`config.mk`:
```
export PLATFORM = sky130hd
export DESIGN_NAME = tcr_capture
export DESIGN_NICKNAME = d
export VERILOG_FILES = /design/src/rtl/tcr_pkg.sv /design/src/rtl/tcr_prescaler.sv /design/src/rtl/tcr_capture.sv
export SDC_FILE = /design/constraint.sdc
export NUM_CORES = 1
export LEC_CHECK = 0
export BUFFER_PORTS_ARGS = -buffer_cell sky130_fd_sc_hd__buf_2
export CAP_MARGIN = 10
export CORE_MARGIN = 3
export CORE_UTILIZATION = 35
export CTS_BUF_LIST = sky130_fd_sc_hd__clkbuf_4
export DETAILED_ROUTE_END_ITERATION = 8
export PLACE_DENSITY = 0.59
export SLEW_MARGIN = 40
export SYNTH_ARGS = -nofsm -noshare
export SYNTH_HDL_FRONTEND = slang
export SYNTH_SLANG_ARGS = --single-unit
```
`constraint.sdc`:
```
create_clock -name clock -period 3.05 [get_ports clock]
set_input_delay 0.305 -clock clock [delete_from_list [all_inputs] [get_ports clock]]
set_output_delay 0.305 -clock clock [all_outputs]
set_load 0.02 [all_outputs]
```
`src/rtl/tcr_pkg.sv`:
```
// Constants for the timer capture readback block
`default_nettype none
package tcr_pkg;
    localparam int unsigned TCR_AW = 8;
    localparam int unsigned TCR_DW = 32;
    localparam logic [7:0] TCR_OFF_PULSE = 8'h48;
    localparam logic [7:0] TCR_OFF_RISE = 8'h4c;
    localparam logic [7:0] TCR_OFF_FALL = 8'h50;
    localparam logic [7:0] TCR_OFF_COUNT = 8'h54;
    localparam logic [31:0] TCR_RST_VAL = 32'h0000_0000;
    localparam int unsigned TCR_LIN_W = 11;
    localparam int unsigned TCR_POW_W = 4;
    localparam logic [10:0] TCR_LIN_RST = 11'h000;
    localparam logic [3:0] TCR_POW_RST = 4'h0;
    localparam int unsigned TCR_PRE_W = 26;
    localparam logic [25:0] TCR_PRE_ONE = 26'h0000001;
endpackage
`default_nettype wire

```
`src/rtl/tcr_prescaler.sv`:
```
// Counter tick generator: source / (linear + 1) / 2^power
`default_nettype none
module tcr_prescaler
    import tcr_pkg::*;
(
    // Clock and reset
    input wire logic clock,
    input wire logic rst_n,
    // Control
    input wire logic run,
    input wire logic [10:0] linear_prescale_field,
    input wire logic [3:0] power_of_two_prescale_field,
    // Tick out
    output logic tick
);
    logic [25:0] cnt_q;
    logic [25:0] limit;

    assign limit = ((26'(linear_prescale_field) + TCR_PRE_ONE) << power_of_two_prescale_field)
                   - TCR_PRE_ONE;

    always_ff @(posedge clock or negedge rst_n) begin
        if (!rst_n) begin
            cnt_q <= '0;
        end else if (!run || cnt_q >= limit) begin
            cnt_q <= '0;
        end else begin
            cnt_q <= cnt_q + TCR_PRE_ONE;
        end
    end

    assign tick = run && (cnt_q >= limit);
endmodule // tcr_prescaler
`default_nettype wire

```
`src/rtl/tcr_capture.sv`:
```
// Capture and readback view of one timer channel
`default_nettype none
// Operation
// Read-only register at 0x48 returns the pulse value in use; resets to zero.
// Counter latched on capture rising edge, readable at 0x4C; resets to zero.
// Counter latched on capture falling edge, readable at 0x50; resets to zero.
// Live counter readable at 0x54 without side effects; resets to zero.
// Capture and counter readings valid only with bus clock as counter source.
// Counter advances at source / (linear field + 1) / 2^power field.
// Written pulse setting takes effect only on update or start request.
// Each capture register updates whole in one cycle; reads never see a mix.
module tcr_capture
    import tcr_pkg::*;
(
    // Clock and reset
    input wire logic clock,
    input wire logic rst_n,
    // Register port
    input wire logic [7:0] reg_addr,
    input wire logic [31:0] reg_wdata,
    input wire logic reg_wr,
    input wire logic reg_rd,
    output logic [31:0] reg_rdata,
    // Timer control
    input wire logic counter_run,
    input wire logic counter_clear,
    input wire logic [10:0] linear_prescale_field,
    input wire logic [3:0] power_of_two_prescale_field,
    input wire logic [31:0] pulse_setting_register,
    input wire logic update_req,
    input wire logic start_req,
    input wire logic bus_clock_source,
    // Capture pin
    input wire logic capture_in,
    // Status
    output logic readback_valid,
    output logic [31:0] counter_value
);
    // ============================================================
    // Capture pin synchroniser; only the second stage feeds logic
    logic sync1_q;
    logic sync2_q;

    always_ff @(posedge clock or negedge rst_n) begin
        if (!rst_n) begin
            sync1_q <= 1'b0;
            sync2_q <= 1'b0;
        end else begin
            sync1_q <= capture_in;
            sync2_q <= sync1_q;
        end
    end

    // ============================================================
    // Prescaler
    logic tick;

    // Counter_run low restarts the divider
    tcr_prescaler u_pre (
        .clock(clock),
        .rst_n(rst_n),
        .run(counter_run),
        .linear_prescale_field(linear_prescale_field),
        .power_of_two_prescale_field(power_of_two_prescale_field),
        .tick(tick)
    );

    // ============================================================
    // Counter
    logic [31:0] count_q;
    logic [31:0] count_d;
    logic [31:0] count_inc;

    assign count_inc = count_q + 32'h0000_0001;

    // Clear wins over a tick in the same cycle
    always_comb begin
        count_d = count_q;
        if (counter_clear) begin
            count_d = TCR_RST_VAL;
        end else if (tick) begin
            count_d = count_inc;
        end
    end

    always_ff @(posedge clock or negedge rst_n) begin
        if (!rst_n) begin
            count_q <= TCR_RST_VAL;
        end else begin
            count_q <= count_d;
        end
    end

    // Live count straight from the register, so reads have no side effect
    assign counter_value = count_q;

    // ============================================================
    // Active pulse, loaded only by an update or start request
    logic [31:0] pulse_q;
    logic [31:0] pulse_d;

    // Takes whatever pulse setting stands in the request cycle
    always_comb begin
        pulse_d = pulse_q;
        if (update_req || start_req) begin
            pulse_d = pulse_setting_register;
        end
    end

    always_ff @(posedge clock or negedge rst_n) begin
        if (!rst_n) begin
            pulse_q <= TCR_RST_VAL;
        end else begin
            pulse_q <= pulse_d;
        end
    end

    // ============================================================
    // Edge captures; entry C_FALL watches the inverted pin
    localparam int unsigned NCAP = 2;
    localparam int unsigned C_RISE = 0;
    localparam int unsigned C_FALL = 1;
    localparam logic [NCAP-1:0] CAP_INV = 2'h2;
    wire logic [NCAP-1:0][31:0] cap_word;

    for (genvar g = 0; g < NCAP; g++) begin : g_cap
        logic level;
        logic hist_q;
        logic edge_det;
        logic [31:0] cap_q;
        logic [31:0] cap_d;

        // With the pin inverted, both entries look for a rise
        assign level = sync2_q ^ CAP_INV[g];
        assign edge_det = level && !hist_q;

        // History resets to the idle level of the pin, so reset makes no edge
        always_ff @(posedge clock or negedge rst_n) begin
            if (!rst_n) begin
                hist_q <= CAP_INV[g];
            end else begin
                hist_q <= level;
            end
        end

        // Whole word loads at one edge; a read sees old or new, never a mix
        always_comb begin
            cap_d = cap_q;
            if (edge_det) begin
                cap_d = count_q;
            end
        end

        always_ff @(posedge clock or negedge rst_n) begin
            if (!rst_n) begin
                cap_q <= TCR_RST_VAL;
            end else begin
                cap_q <= cap_d;
            end
        end

        // Packed out so the view table can index the entries
        assign cap_word[g] = cap_q;
    end : g_cap

    // ============================================================
    // Readback validity follows the counter's clock source
    // Captures and live count mean nothing with another source
    assign readback_valid = bus_clock_source;

    // ============================================================
    // Register view table; writes have no effect, unmapped reads zero
    localparam int unsigned NREG = 4;
    localparam int unsigned V_PULSE = 0;
    localparam int unsigned V_RISE = 1;
    localparam int unsigned V_FALL = 2;
    localparam int unsigned V_COUNT = 3;
    wire logic [NREG-1:0][7:0] view_off;
    wire logic [NREG-1:0][31:0] view_word;
    wire logic [NREG-1:0] view_hit;
    wire logic [NREG-1:0] rd_sel;
    logic [31:0] rdata_q;
    logic [31:0] rdata_d;

    // One compare per entry against its fixed offset
    for (genvar v = 0; v < NREG; v++) begin : g_view
        if (v == V_PULSE) begin : g_pulse
            assign view_off[v] = TCR_OFF_PULSE;
            assign view_word[v] = pulse_q;
        end else if (v == V_RISE) begin : g_rise
            assign view_off[v] = TCR_OFF_RISE;
            assign view_word[v] = cap_word[C_RISE];
        end else if (v == V_FALL) begin : g_fall
            assign view_off[v] = TCR_OFF_FALL;
            assign view_word[v] = cap_word[C_FALL];
        end else if (v == V_COUNT) begin : g_count
            assign view_off[v] = TCR_OFF_COUNT;
            assign view_word[v] = count_q;
        end
        assign view_hit[v] = (reg_addr == view_off[v]);
        assign rd_sel[v] = reg_rd && view_hit[v];
    end : g_view

    // Offsets are distinct, so at most one entry matches
    always_comb begin
        rdata_d = TCR_RST_VAL;
        for (int unsigned k = 0; k < NREG; k++) begin
            if (rd_sel[k]) begin
                rdata_d = view_word[k];
            end
        end
    end

    // ============================================================
    // Read data register: stands only in the cycle after the strobe
    always_ff @(posedge clock or negedge rst_n) begin
        if (!rst_n) begin
            rdata_q <= TCR_RST_VAL;
        end else begin
            rdata_q <= rdata_d;
        end
    end

    assign reg_rdata = rdata_q;
endmodule // tcr_capture
`default_nettype wire

```
==> results by group <==
Job
  • MaxCap Viol Count: 0

Logic synthesis
  • Post-Synth Simple-Gate Area: 17.0%
  • Adder-cell area share of the yosys netlist: 3.53%
  • XOR/XNOR Fraction of Synth Area: 3.38%
  • Sequential fraction of the synthesis area: 44.7%
  • Cells after Synth: 1055
  • Synthesized cell area: 10600 µm²
  • Post-synth net total: 1182
  • Mux cell area share after synthesis: 11.1%
  • Post-synthesis compound-gate area fraction: 16.4%
  • Synth Flop Type: dfrtp_1
  • Average cell area after synthesis: 10.1 µm²
  • Yosys warns: 0
  • Count of flip-flops with a built-in enable after synthesis: 0
  • Flops & latches, synth: 190
  • Largest family of logic cells by synthesized area: simple AND/OR/NAND/NOR gates
  • Async S/R FF share, synth: 100%
  • Yosys cell types: 83

Timing
  • Final Hold Slack: 279 ps
  • Pins Over Slew Limit: 0
  • Min cycle time layout: 4230 ps
  • Period utilisation layout: 139%
  • Clock Skew: 35.7 ps
  • Worst slew pin tran: 750 ps
  • Setup ws final: -1180 ps
  • Final Hold Vio Count: 0
  • Setup violations, final: 58
  • RSZ-0062 raised after global routing: true
  • Post-route setup TNS: -59780 ps
  • Relative slew slack: 50.0%
  • Highest Clock Rate: 0.236 GHz

Clock network
  • Clock sink count: 190
  • Total CTS buffers: 17
  • TritonCTS clock tree: built
  • H-Tree Depth: 4
  • Clock Tree Buf Depth: 2
  • Root Buffer: clkbuf_4
  • Clk_lat worst skew: 600 ps
  • Clock Pin Slew Worst Setup and Hold Paths: 160 ps

Global route
  • GR Overflow Total: 0
  • Vias in the first global route: 9292
  • Global-route wire length before repair: 48700 µm
  • Largest net degree at the start of global routing: 96
  • GRT Total Usage: 18.2%
  • Antenna violations before repair: 0

Worst setup path
  • Crit path DAT: 4750 ps
  • Worst path cell trace: buf_8, ha_4, and3_4, or3_4, a41oi_2, a22oi_2, nor2_4, a32oi_2, or3_4, buf_6, nor4b_4, mux2_4, ha_4, nand4_1, o21ai_2, o21ai_2, a211oi_4, or4b_4, a21oi_2
  • Crit Path Class: in -> reg
  • Critical path peak fanout: 5
  • Worst setup SP type: input port
  • Slowest cell on the critical path: or4b_4
  • Crit. End Element: flip-flop
  • Worst stage delay on the critical path: 510 ps
  • WP data required: 3570 ps

Drt
  • Antenna-violating nets left: 0
  • # DRC: 0
  • Iteration-0 DRC Markers: 729
  • Drt first pass iters: 5
  • Routed WL: 30600 µm
  • Routed vias: 9536
  • DR WL/cell: 17.7 µm
  • Drt via density: 5.51

Layout
  • Layout Nets: 1455
  • Post-route cell area: 14400 µm²
  • Area grow syn2layout: 35.0%
  • Fraction of layout cells with a size suffix above 1: 41.8%
  • N_diodes: 0

Floorplanning
  • DIE WIDTH: 180 µm
  • Initial Util: 35.7%
  • Die area: 32500 µm²
  • Rows: 63
  • Core area: 29800 µm²
  • IO Pins: 162
  • Die H: 180 µm

Power
  • Comb power frac: 20.0%
  • Power Internal: 3.41 mW
  • Net switching power: 1.49 mW
  • Leakage: 6.62 nW
  • Cell Pwr Density: 341 nW/µm²
  • Switching part of the total: 30.4%
  • Total Power: 4.90 mW
  • Sequential share of power: 52.8%
  • Worst vdd rail ir drop: 0.191 mV
  • Clock share of power: 27.2%

Placed design
  • Gpl congestion: 0.876
  • Post-place setup slack: -1970 ps
  • Placed Area: 12700 µm²
  • Post-detail-place hpwl: 20800 µm
  • Port Buf Inserts: 126

Worst hold path
  • Hold/Removal Path Class: in -> reg

Status
  • Status: finished, violations left
  • Failing checks: negative setup slack
[power groups by stage]
stage | clock network, mW | registers, mW | logic, mW
6_report | 1.33 | 2.59 | 0.978
5_1_grt | 1.50 | 2.59 | 1.06
4_1_cts | 1.38 | 2.59 | 0.883
3_5_place_dp | 0 | 2.63 | 0.793
3_3_place_gp | 0 | 2.63 | 0.783
2_1_floorplan | 0 | 2.63 | 0.429
[critical path, delay by kind of cell]
family                     cells  cell delay [ps]
adders and majority gates      2              440
buffers and inverters          2              250
and+or+nand+nor                7             2000
muxes                          1              340
AOI/OAI and AO/OA              7             1420
[layout make-up]
| type | count | area (µm²) |
|---|---|---|
| clock buffers | 18 | 135 |
| clock inverters | 14 | 145 |
| fillers | 2774 | 15400 |
| inverters | 19 | 71.3 |
| multi-input cells | 777 | 6340 |
| flip-flops and latches | 190 | 4760 |
| well taps | 390 | 488 |
| repair buffers | 323 | 2420 |
[repair_timing]
item                                    in CTS  in global routing
hold buffers                                34                  0
resized for setup                           78                 96
endpoints found under the setup margin      58                 58
endpoints found under the hold margin      126                  0
setup buffers                               10                  9
gates cloned                                 3                  2
pin swaps                                   36                 39
[cells by family (layout without fill, tap and decap cells)]
group	after synthesis	in the layout
and+or+nand+nor	350	351
adders and majority gates	30	30
DFF	190	190
xor gates and xnor gates	41	41
buffers and inverters	89	374
AOI/OAI and AO/OA	249	249
muxes	106	106
[Yosys cell counts (4+ instances only)]
cell type	count	area (µm²)
o21ai_0	41	205
or3_1	21	131
and3_1	16	100
a32oi_1	4	35.0
nand3_1	41	205
inv_1	18	67.6
nor3_1	17	85.1
xor2_1	18	158
and2_1	7	43.8
a222oi_1	23	230
a21o_1	11	82.6
a31oi_1	4	25.0
buf_1	5	18.8
nor2_1	101	379
dfrtp_1	189	4730
o31ai_1	7	52.6
nand2b_1	8	50.1
a21oi_1	69	345
a22oi_1	20	150
or4_1	4	30.0
xnor2_1	23	201
nand4b_1	4	35.0
or2_2	5	31.3
nand4_1	20	125
clkbuf_1	47	176
ha_1	30	375
a211oi_1	9	67.6
mux2_2	98	1100
o21a_1	5	37.5
nor2b_1	13	81.3
buf_6	8	90.1
nand2_1	60	225
buf_2	9	45.0
o211ai_1	6	45.0
mux2i_1	7	70.1
and4_1	7	61.3
o22ai_1	5	31.3
o31a_1	4	35.0
nor4_1	9	56.3
[placed cells by master, fill, tap and decap left out, types with 16 or more instances in the layout]
master,count
or3_1,16
a21oi_1,57
inv_1,17
xnor2_1,21
nor2_1,91
dfrtp_1,189
buf_4,143
a222oi_1,23
mux2_2,94
clkbuf_4,18
buf_2,120
ha_1,27
nand4_1,20
dlygate4sd3_1,34
nand2_1,59
xor2_1,17
a22oi_1,19
o21ai_0,24
nand3_1,39
[layer usage]
layer  up-vias  wire length [µm]  share of wire, %  track usage [%]
li1       4480                 -                 -                -
met3        32              1320               4.3             3.13
met4         0               515               1.7             4.45
met5         -                 0                 0                0
met2       239             14400                47             28.5
met1      4785             14300                47             26.3
[path summary, 6_finish.rpt]
check	from	slack, ps	depth (start not counted)	end
min in group asynchronous	rst_n	320	2	reg_rdata[17]
max in group asynchronous	rst_n	1960	3	g_cap[1].hist_q
max reg2reg	u_pre.cnt_q[3]	210	8	counter_value[30]
min	counter_clear	280	2	counter_value[1]
max	linear_prescale_field[0]	-1180	19	counter_value[30]
min reg2reg	sync1_q	380	0	g_cap[0].level
[state kept, by name, summed over array words and instances, names as in the netlist]
| name | count |
|---|---|
| g_cap.cap_q | 64 |
| counter_value | 32 |
| pulse_q | 32 |
| reg_rdata | 32 |
| u_pre.cnt_q | 26 |
| g_cap.hist_q | 2 |
| g_cap.level | 1 |
| sync1_q | 1 |
[metrics by stage]
| stage | instances | utilization, % |
|---|---|---|
| 2_1_floorplan | 1055 | - |
| 3_3_place_gp | 1642 | 42.5 |
| 3_5_place_dp | 1642 | 42.5 |
| 4_1_cts | 1721 | 46.2 |
| 5_1_grt | 1731 | 48.2 |
| 6_report | 1731 | 48.2 |
No activity file was read; power rests on OpenSTA's default activity.
